--- config.mk ---
export PLATFORM = sky130hd
export DESIGN_NAME = sswp_core
export DESIGN_NICKNAME = d
export VERILOG_FILES = /design/src/rtl/sswp_pkg.sv /design/src/rtl/sswp_core.sv
export SDC_FILE = /design/constraint.sdc
export NUM_CORES = 1
export LEC_CHECK = 0
export BUFFER_PORTS_ARGS = -buffer_cell sky130_fd_sc_hd__buf_2
export CAP_MARGIN = 20
export CORE_UTILIZATION = 50
export DETAILED_ROUTE_END_ITERATION = 12
export GPL_ROUTABILITY_DRIVEN = 0
export PLACE_DENSITY = 0.84
export REMOVE_ABC_BUFFERS = 1
export SLEW_MARGIN = 10
export SYNTH_ARGS = -nofsm -noshare
export SYNTH_HDL_FRONTEND = slang
export SYNTH_SLANG_ARGS = --single-unit
--- constraint.sdc ---
create_clock -name clk -period 3 [get_ports clk]
set_input_delay 0.3 -clock clk [delete_from_list [all_inputs] [get_ports clk]]
set_output_delay 0.3 -clock clk [all_outputs]
set_load 0.02 [all_outputs]
--- src/rtl/sswp_pkg.sv ---
package sswp_pkg;
  localparam logic [7:0] OP_LATCH_ENABLE  = 8'h06;
  localparam logic [7:0] OP_LATCH_DISABLE = 8'h04;
  localparam logic [7:0] OP_READ_STATUS   = 8'h05;
  localparam logic [7:0] OP_WRITE_STATUS  = 8'h01;
  localparam logic [7:0] OP_ARRAY_WRITE   = 8'h02;
  localparam logic [7:0] OP_ARRAY_READ    = 8'h03;
  localparam logic [7:0] OP_FAST_READ     = 8'h0b;
  localparam logic [7:0] OP_SPECIAL_WRITE = 8'h42;
  localparam logic [7:0] OP_SPECIAL_READ  = 8'h4b;
  localparam logic [7:0] OP_READ_ID       = 8'h9f;
  localparam logic [7:0] OP_UNIQUE_ID     = 8'h4c;
  localparam logic [7:0] OP_SERIAL_WRITE  = 8'hc2;
  localparam logic [7:0] OP_SERIAL_READ   = 8'hc3;
  localparam logic [7:0] OP_DEEP_SLEEP    = 8'hba;
  localparam logic [7:0] OP_HIBERNATE     = 8'hb9;
  localparam int         BIT_PIN_PROTECT  = 7;
  localparam int         BIT_FIXED_ONE    = 6;
  localparam int         BIT_BP_HI        = 3;
  localparam int         BIT_BP_LO        = 2;
  localparam int         BIT_WRITE_LATCH  = 1;
  localparam logic [1:0] BP_NONE          = 2'h0;
  localparam logic [1:0] BP_QUARTER       = 2'h1;
  localparam logic [1:0] BP_HALF          = 2'h2;
  localparam logic [1:0] BP_ALL           = 2'h3;
  localparam logic [18:0] ADDR_QUARTER    = 19'h60000;
  localparam logic [18:0] ADDR_HALF       = 19'h40000;
  localparam logic [2:0] RESET_NV         = 3'h0;
  localparam logic [2:0] BIT_COUNT_LAST   = 3'h7;
  typedef enum logic [3:0] {
    ST_OPCODE = 4'b0001,
    ST_WSDATA = 4'b0010,
    ST_RSDATA = 4'b0100,
    ST_IGNORE = 4'b1000
  } sswp_state_t;
endpackage

--- src/rtl/sswp_core.sv ---
`timescale 1ns/1ps
`default_nettype none
module sswp_core (
  input  wire logic        clk,
  input  wire logic        arst_n,
  input  wire logic        cs_n,
  input  wire logic        sck,
  input  wire logic        si,
  input  wire logic        wp_n,
  output logic             so,
  output logic             so_oe,
  output logic [7:0]       opcode,
  output logic             opcode_valid,
  output logic             cs_rise,
  input  wire logic [18:0] chk_addr,
  output logic             array_write_ok,
  output logic             status_write_ok,
  output logic [7:0]       status_byte,
  output logic [2:0]       nv_store_data,
  output logic             nv_store_we,
  input  wire logic [2:0]  nv_load_data,
  input  wire logic        nv_load_valid
);
  import sswp_pkg::*;

  // Every link pin crosses two flops before use.
  logic [1:0] cs_sync_q, sck_sync_q, si_sync_q, wp_sync_q;
  logic       cs_q, sck_q;
  always_ff @(posedge clk or negedge arst_n)
  begin
    if (!arst_n)
    begin
      cs_sync_q  <= 2'h3;
      sck_sync_q <= 2'h0;
      si_sync_q  <= 2'h0;
      wp_sync_q  <= 2'h3;
      cs_q       <= 1'b1;
      sck_q      <= 1'b0;
    end
    else
    begin
      cs_sync_q  <= {cs_sync_q[0], cs_n};
      sck_sync_q <= {sck_sync_q[0], sck};
      si_sync_q  <= {si_sync_q[0], si};
      wp_sync_q  <= {wp_sync_q[0], wp_n};
      cs_q       <= cs_sync_q[1];
      sck_q      <= sck_sync_q[1];
    end
  end

  logic cs_lo, cs_fall, sck_rise, sck_fall, wp_lo;
  assign cs_lo    = !cs_sync_q[1];
  assign cs_fall  = cs_q && !cs_sync_q[1];
  assign cs_rise  = !cs_q && cs_sync_q[1];
  assign sck_rise = cs_lo && !sck_q && sck_sync_q[1];
  assign sck_fall = cs_lo && sck_q && !sck_sync_q[1];
  assign wp_lo    = !wp_sync_q[1];

  function automatic logic op_known(input logic [7:0] op);
    case (op)
      OP_LATCH_ENABLE, OP_LATCH_DISABLE, OP_READ_STATUS, OP_WRITE_STATUS,
      OP_ARRAY_WRITE, OP_ARRAY_READ, OP_FAST_READ, OP_SPECIAL_WRITE,
      OP_SPECIAL_READ, OP_READ_ID, OP_UNIQUE_ID, OP_SERIAL_WRITE,
      OP_SERIAL_READ, OP_DEEP_SLEEP, OP_HIBERNATE: op_known = 1'b1;
      default: op_known = 1'b0;
    endcase
  endfunction

  function automatic logic op_clears_latch(input logic [7:0] op);
    op_clears_latch = (op == OP_LATCH_DISABLE) || (op == OP_WRITE_STATUS)
      || (op == OP_ARRAY_WRITE) || (op == OP_SPECIAL_WRITE)
      || (op == OP_SERIAL_WRITE);
  endfunction

  sswp_state_t state_q;
  logic [2:0]  bit_cnt_q;
  logic [7:0]  shift_q;
  logic [7:0]  shift_d;
  logic        byte_done;
  logic        pin_protect_enable_q;
  logic [1:0]  block_protect_q;
  logic        write_latch_flag_q;
  logic        wsr_taken_q;
  assign shift_d   = {shift_q[6:0], si_sync_q[1]};
  assign byte_done = sck_rise && (bit_cnt_q == BIT_COUNT_LAST);

  // Status byte assembled with fixed bits; bit 0 never busy.
  always_comb
  begin
    status_byte                  = 8'h00;
    status_byte[BIT_FIXED_ONE]   = 1'b1;
    status_byte[BIT_PIN_PROTECT] = pin_protect_enable_q;
    status_byte[BIT_BP_HI]       = block_protect_q[1];
    status_byte[BIT_BP_LO]       = block_protect_q[0];
    status_byte[BIT_WRITE_LATCH] = write_latch_flag_q;
  end

  // Pin ignored unless enabled; pin never gates the array.
  assign status_write_ok = write_latch_flag_q
    && !(pin_protect_enable_q && wp_lo);

  always_comb
  begin
    unique case (block_protect_q)
      BP_NONE:    array_write_ok = write_latch_flag_q;
      BP_QUARTER: array_write_ok = write_latch_flag_q
                                   && (chk_addr < ADDR_QUARTER);
      BP_HALF:    array_write_ok = write_latch_flag_q
                                   && (chk_addr < ADDR_HALF);
      BP_ALL:     array_write_ok = 1'b0;
    endcase
  end

  // Opcode framing and byte sequencing.
  always_ff @(posedge clk or negedge arst_n)
  begin
    if (!arst_n)
    begin
      state_q   <= ST_OPCODE;
      bit_cnt_q <= 3'h0;
      shift_q   <= 8'h00;
      opcode    <= 8'h00;
      opcode_valid <= 1'b0;
    end
    else
    begin
      opcode_valid <= 1'b0;
      if (cs_fall || !cs_lo)
      begin
        state_q   <= ST_OPCODE;
        bit_cnt_q <= 3'h0;
      end
      else if (sck_rise)
      begin
        bit_cnt_q <= bit_cnt_q + 3'h1;
        shift_q   <= shift_d;
        if (byte_done)
        begin
          unique case (state_q)
            ST_OPCODE:
            begin
              opcode       <= shift_d;
              opcode_valid <= op_known(shift_d);
              if (shift_d == OP_READ_STATUS)
                state_q <= ST_RSDATA;
              else if (shift_d == OP_WRITE_STATUS)
                state_q <= ST_WSDATA;
              else
                state_q <= ST_IGNORE;
            end
            ST_WSDATA: state_q <= ST_IGNORE;
            ST_RSDATA: state_q <= ST_RSDATA;
            ST_IGNORE: state_q <= ST_IGNORE;
          endcase
        end
      end
    end
  end

  // Status read output; repeats the byte while clocks continue.
  logic [7:0] out_q;
  always_ff @(posedge clk or negedge arst_n)
  begin
    if (!arst_n)
    begin
      out_q <= 8'h00;
      so_oe <= 1'b0;
    end
    else if (!cs_lo)
      so_oe <= 1'b0;
    else if (state_q == ST_RSDATA && sck_fall)
    begin
      so_oe <= 1'b1;
      if (bit_cnt_q == 3'h0)
        out_q <= status_byte;
      else
        out_q <= {out_q[6:0], 1'b0};
    end
  end
  assign so = out_q[7];

  // Nonvolatile fields: loaded from storage, saved on each accepted write.
  always_ff @(posedge clk or negedge arst_n)
  begin
    if (!arst_n)
    begin
      pin_protect_enable_q <= RESET_NV[2];
      block_protect_q      <= RESET_NV[1:0];
      wsr_taken_q          <= 1'b0;
      nv_store_we          <= 1'b0;
      nv_store_data        <= RESET_NV;
    end
    else
    begin
      nv_store_we <= 1'b0;
      if (cs_fall)
        wsr_taken_q <= 1'b0;
      if (nv_load_valid)
      begin
        pin_protect_enable_q <= nv_load_data[2];
        block_protect_q      <= nv_load_data[1:0];
      end
      else if (state_q == ST_WSDATA && byte_done && status_write_ok)
      begin
        pin_protect_enable_q <= shift_d[BIT_PIN_PROTECT];
        block_protect_q      <= shift_d[BIT_BP_HI:BIT_BP_LO];
        nv_store_data <= {shift_d[BIT_PIN_PROTECT],
                          shift_d[BIT_BP_HI:BIT_BP_LO]};
        nv_store_we   <= 1'b1;
        wsr_taken_q   <= 1'b1;
      end
    end
  end

  // Latch: set only by the enable opcode, cleared at the end of a disable or write frame.
  always_ff @(posedge clk or negedge arst_n)
  begin
    if (!arst_n)
      write_latch_flag_q <= 1'b0;
    else if (cs_rise && op_known(opcode) && op_clears_latch(opcode)
             && state_q != ST_OPCODE)
      write_latch_flag_q <= 1'b0;
    else if (cs_rise && opcode == OP_LATCH_ENABLE && state_q != ST_OPCODE)
      write_latch_flag_q <= 1'b1;
  end

  chk_fixed_bits: assert property (
    @(posedge clk) disable iff (!arst_n)
    status_byte[6] && !status_byte[0] && status_byte[5:4] == 2'h0)
    else $error("fixed status bits wrong");
  chk_latch_clear: assert property (
    @(posedge clk) disable iff (!arst_n)
    (cs_rise && state_q == ST_IGNORE && opcode == OP_LATCH_DISABLE)
    |=> !write_latch_flag_q)
    else $error("latch not cleared by disable");
  chk_latch_set: assert property (
    @(posedge clk) disable iff (!arst_n)
    (cs_rise && state_q == ST_IGNORE && opcode == OP_LATCH_ENABLE)
    |=> write_latch_flag_q)
    else $error("latch not set by enable");
  chk_latch_only_set: assert property (
    @(posedge clk) disable iff (!arst_n)
    $rose(write_latch_flag_q) |-> $past(cs_rise)
    && $past(opcode) == OP_LATCH_ENABLE)
    else $error("latch set without enable");
  chk_pin_refuse: assert property (
    @(posedge clk) disable iff (!arst_n)
    (pin_protect_enable_q && wp_lo) |-> !status_write_ok)
    else $error("status write allowed under pin");
  chk_pin_ignored: assert property (
    @(posedge clk) disable iff (!arst_n)
    !pin_protect_enable_q |-> status_write_ok == write_latch_flag_q)
    else $error("pin not ignored");
  chk_refused_keep: assert property (
    @(posedge clk) disable iff (!arst_n)
    (state_q == ST_WSDATA && byte_done && !status_write_ok && !nv_load_valid)
    |=> $stable(block_protect_q) && $stable(pin_protect_enable_q))
    else $error("refused write changed status");
  chk_wsr_clear: assert property (
    @(posedge clk) disable iff (!arst_n)
    (cs_rise && wsr_taken_q) |=> !write_latch_flag_q)
    else $error("status write kept latch");
  chk_all_protect: assert property (
    @(posedge clk) disable iff (!arst_n)
    (block_protect_q == BP_ALL || !write_latch_flag_q) |-> !array_write_ok)
    else $error("array write allowed while protected");
  chk_ignore_quiet: assert property (
    @(posedge clk) disable iff (!arst_n)
    state_q == ST_IGNORE |-> !so_oe)
    else $error("output enabled for ignored frame");
  cov_status_write: cover property (@(posedge clk) disable iff (!arst_n)
    nv_store_we);
  cov_status_read: cover property (@(posedge clk) disable iff (!arst_n)
    so_oe && state_q == ST_RSDATA);
  cov_refused: cover property (@(posedge clk) disable iff (!arst_n)
    state_q == ST_WSDATA && byte_done && !status_write_ok);
endmodule
`default_nettype wire

==> flow_summary.toml, run 1 <==
[sta]
final_hold_viol_count = 0
fmax_mhz = 515.2
period_share = 0.6470
fin_skew_ps = 6.837
fin_crit_ps = 1941
setup-tns-final_ps = 0
grt_setup_unrepaired = "no"
finalMaxSlewViolations = 0
setup_viol = 0

[worst_setup_path]
cp.required_ps = 3190
cp.arrival_ps = 2130
end_kind = "register"
critPathKind = "register to register"
startpoint = "bit_cnt_q[1]"
r2r-start = "bit_cnt_q[1]"
worstSetupStartpointType = "register"
crit_fanout = 9

[routing]
first_pass_iters = 4
vias = 1523
final_antenna_net_count = 0
wire_per_inst_um = 13.58
viasPerCell = 5.382
post-route-drc-count = 0
wl_um = 3842
drtIter0Drc = 96

[synthesis]
synth_commonest_cells = "43 x dfrtp_1, 18 x mux2_2, 16 x nand2_1, 14 x o21ai_0, 13 x nor2_1"
synth-edff-count = 0
synth_area_leaders = "dfrtp_1 47%, mux2_2 8.9%, dfstp_2 6.9%"
synth-main-ff-cell = "dfrtp_1"
yosysSeqAreaShare = 0.5403
syn-cell-area_um2 = 2283
async_flop_share = 1.000
synth_cell_types = 47
synth_top_area_share = 0.4712
ys_ff_latch = 49
ys_warn_count = 0
synth.avg_cell_area_um2 = 11.42
syn_inst = 200
synth_area_leader_cell = "dfrtp_1"
yosysMostFrequentCell = "dfrtp_1"

[clock_tree]
ctsHoldBuffers = 0
cts_made_buffers = 5
clock_sinks = 49
tritoncts = "built"
clk_pin_slew_ps = 80
htree_levels = 2
worstSkewPairLatency_ps = 300
cts_resized = 0
clockBufferDepth = 2
cts_root_buf = "clkbuf_8"
cts_setup_buffers = 0

[finish]
final_nets = 264
fillerInstances = 384
antenna_cells_inserted = 0
drive_gt1_frac = 0.3203
area_growth_pct = 11.78
fin_area_um2 = 2552

[grt]
grt_start_max_net_pins = 50
antenna_found_initial = 0
track_usage = 0.1723
grt_pass1_vias = 1486
grt_pass1_wl_um = 6575
overflow = 0

[outcome]
outcome = "complete, no violations"

[die]
io_pins = 55
initial_core_util = 0.5208
dieHeight_um = 69.58
coreArea_um2 = 4384
num_rows = 24
dieArea_um2 = 4841
dieWidth_um = 69.58

[min_path]
hp-start = "wp_n"
worstHoldPathType = "input pin to register"

[power]
irDropWorstVdd_mv = 0.3002
power.density_nw_per_um2 = 500.4
leakage_uw = 0.001239

[job]
maxCapViolations = 0

[placement]
numPortBuffers = 33
hpwl_um = 2728
dpl-instance-area_um2 = 2440
-- worst paths after layout --
kind                                end  slack (ps)  cells after the start
setup / recovery              opcode[7]        1060                      7
hold / removal             wp_sync_q[0]         100                      1
setup reg to reg              opcode[7]        1060                      7
hold reg to reg            si_sync_q[1]         350                      0
max in group asynchronous          cs_q        1920                      3
min in group asynchronous     opcode[6]         490                      2
-- state kept, by name (all words and copies together) (netlist names), 2 cells and up --
signal           flops
out_q                7
block_protect_q      2
shift_q              7
state_q              4
nv_store_data        3
wp_sync_q            2
cs_sync_q            2
bit_cnt_q            3
opcode               8
si_sync_q            2
sck_sync_q           2
-- per-stage QoR --
stage	utilization	instances	hold WS, ps	worst slack [ps]	power, uW
finish	0.5822	283	96.38	1059	1277
global route	0.5822	283	77.56	904.3	1342
CTS	0.5753	281	85.93	1036	1293
detailed placement	0.5565	273	334.7	1040	926.0
global placement	0.5565	273	331.1	1094	917.0
floorplan	-	187	4.409	713.0	862.3
-- per-layer routing --
layer  up-vias  track usage  wire (um)
li1        748            -          -
met1       726       0.2211       1758
met2        41       0.2794       1819
met3         8      0.04651        194
met4         0      0.06576         69
met5         -            0          0
-- cell type report --
class / count / area (um2) / share of cell area
Timing Repair Buffer: 36 / 202.7 / 0.07941
Clock buffer: 6 / 72.57 / 0.02843
Sequential cell: 49 / 1234 / 0.4833
Clock inverter: 2 / 10.01 / 0.003922
Inverter: 7 / 26.28 / 0.01029
Tap cell: 52 / 65.06 / 0.02549
Multi-Input combinational cell: 131 / 942.2 / 0.3691
-- layout by cell type (no fill, tap or decap), types with 6 or more instances in the layout --
cell type / synthesis / final
a21oi_1: 6 / 6
buf_2: 2 / 33
dfrtp_1: 43 / 43
dfstp_2: 6 / 6
inv_1: 7 / 7
mux2_2: 18 / 18
mux2i_1: 7 / 7
nand2_1: 16 / 16
nor2_1: 13 / 13
o21ai_0: 14 / 14
-- critical path: stages (launching register included) --
cell and delay [ps]:
dfrtp_1 370, ha_1 150, ha_1 120, nor4bb_1 200, buf_4 200, nand2b_1 130
nor2_4 270, mux2_2 380
-- power breakdown --
part           switching (uW)  total (uW)  internal, uW  leakage, uW
clock                     199         360           162    0.0000450
combinational            67.6         142          74.2     0.000554
sequential               76.6         775           698     0.000640
total                     343        1280           934      0.00124
-- logic make-up (layout without fill, tap and decap cells) --
kind of cell / Yosys count / in the layout / synth area share
buffers and inverters: 22 / 51 / 0.05041
DFF: 49 / 49 / 0.5403
and+or+nand+nor: 64 / 64 / 0.1677
xor gates and xnor gates: 3 / 3 / 0.01151
muxes: 25 / 25 / 0.1195
other: 2 / 4 / 0.003289
adders and majority gates: 5 / 5 / 0.02740
AOI/OAI and AO/OA: 30 / 30 / 0.08001
No activity file was read; power rests on OpenSTA's default activity.
==> run 2: changes to the inputs <==
Settings changed: CORE_UTILIZATION 50 to 48, PLACE_DENSITY 0.84 to 0.85.
Clock period 3 ns to 1.75 ns, I/O delays scaled along.
==> flow_summary.toml, run 2 (synthesized netlist as in run 1, its figures left out) <==
[worst_setup_path]
end_kind = "register"
cp.arrival_ps = 2060
worstSetupStartpointType = "register"
critPathKind = "register to register"
crit_slowest_cell = "dfrtp_1"
cp.required_ps = 1930
crit_chain = "ha_2, ha_4, nor4bb_4, buf_4, buf_6, nand4_1, mux2i_1, o21ai_1"
crit_fanout = 4
cp_slowest_stage_delay_ps = 370

[power]
irDropWorstVdd_mv = 0.4171
leakage_uw = 0.001407
power.density_nw_per_um2 = 816.0

[grt]
grt_pass1_vias = 1603
track_usage = 0.1961
antenna_found_initial = 0
overflow = 0
grt_start_max_net_pins = 28
grt_pass1_wl_um = 7576

[routing]
wire_per_inst_um = 15.36
drtIter0Drc = 147
final_antenna_net_count = 0
post-route-drc-count = 2
vias = 1692
viasPerCell = 5.441
first_pass_iters = 8
wl_um = 4777

[sta]
setup_viol = 14
finalMaxSlewViolations = 0
period_share = 1.072
fin_skew_ps = 8.283
fin_crit_ps = 1876
final_hold_viol_count = 0
worst_pin_slew_ps = 553.9
fmax_mhz = 533.1
grt_setup_unrepaired = "yes"
timing.final.ws_setup_ps = -125.7
slew_headroom = 0.6307

[die]
coreArea_um2 = 4474
initial_core_util = 0.5103
dieHeight_um = 70.97
dieArea_um2 = 5037
dieWidth_um = 70.97
io_pins = 55
num_rows = 24

[clock_tree]
clockBufferDepth = 2
tritoncts = "built"
cts_root_buf = "clkbuf_8"
clock_sinks = 49
cts_made_buffers = 5
worstSkewPairLatency_ps = 300
htree_levels = 2
clk_pin_slew_ps = 80

[finish]
area_growth_pct = 27.23
fin_area_um2 = 2905
antenna_cells_inserted = 0
drive_gt1_frac = 0.4054
final_util = 0.6493
fillerInstances = 339
mostFrequentLayoutCells = "43 x dfrtp_1, 33 x buf_2, 22 x buf_4"
largest_reg_flops = 8
top_register = "opcode"
mostFrequentLayoutCell = "dfrtp_1"
final_nets = 292
reg.largest.list = "opcode x8, out_q x7, shift_q x7"

[min_path]
worstHoldPathType = "input pin to register"

[placement]
numPortBuffers = 33
dpl-instance-area_um2 = 2595
hpwl_um = 3050

[job]
maxCapViolations = 0

[outcome]
outcome = "complete, but fails checks"
violations = "DRC, setup timing"
## run 2: cell types whose count changed in the layout (fill, tap and decap cells not counted), moves of 4 or more
cell           before  now
mux2_2             18    7
mux2_4              0   11
dlygate4sd3_1       1    5
buf_4               1   22
## run 2: power breakdown
part	switching, uW	internal, uW	leakage, uW
Combinational	179	171	0.000713
Clock	359	357	0.0000542
Sequential	107	1200	0.000640
## run 2: final cells by class
type	instances	area, um2	area share
Multi-Input combinational cell	132	1056	0.3635
Inverter	7	26.28	0.009044
Timing Repair Buffer	63	422.9	0.1456
Clock buffer	7	96.34	0.03316
Sequential cell	49	1234	0.4246
Tap cell	52	65.06	0.02239
Clock inverter	1	5.005	0.001723
## run 2: repair_timing
item | CTS | global route
resized for setup | 16 | 13
pin swaps | 3 | 10
setup buffers | 3 | 3
setup endpoints to repair | 17 | 20
hold buffers | 5 | 0
endpoints found under the hold margin | 26 | 0
cloned | 1 | 0
## run 2: through the flow
step	hold slack, ps	cells	worst slack, ps	setup TNS [ps]	total power, uW
2_1_floorplan	-120.6	187	-537.0	-7556	1478
3_3_place_gp	174.2	292	-224.3	-2821	1621
3_5_place_dp	194.1	292	-266.2	-3182	1634
4_1_cts	73.04	309	-78.05	-722.2	2366
5_1_grt	95.87	311	-307.2	-3534	2465
6_report	80.90	311	-125.7	-1096	2371
## run 2: worst max-delay path: cells and delay by family (launching register included)
kind / cells / cell delay, ps
and+or+nand+nor: 2 / 470
muxes: 1 / 260
AOI/OAI and AO/OA: 1 / 80
buffers and inverters: 2 / 260
adders and majority gates: 2 / 330
DFF: 1 / 370
## run 2: per-layer routing
layer | vias up | wire length (um) | share of wire | track usage
met2 | 50 | 2360 | 0.49 | 0.3152
li1 | 812 | - | - | -
met3 | 8 | 200 | 0.042 | 0.05271
met1 | 822 | 2142 | 0.45 | 0.2564
met5 | - | 0 | 0 | 0
met4 | 0 | 74 | 0.015 | 0.07333
## run 2: worst paths after layout
path | end | depth (start not counted) | start | slack, ps
max in group asynchronous | cs_q | 3 | arst_n | 760
worst max-delay path | pin_protect_enable_q | 8 | bit_cnt_q[1] | -130
worst min-delay path | block_protect_q[0] | 3 | nv_load_data[0] | 80
worst min register to register | sck_sync_q[1] | 0 | sck_sync_q[0] | 350
min in group asynchronous | shift_q[0] | 2 | arst_n | 380
worst max register to register | pin_protect_enable_q | 8 | bit_cnt_q[1] | -130
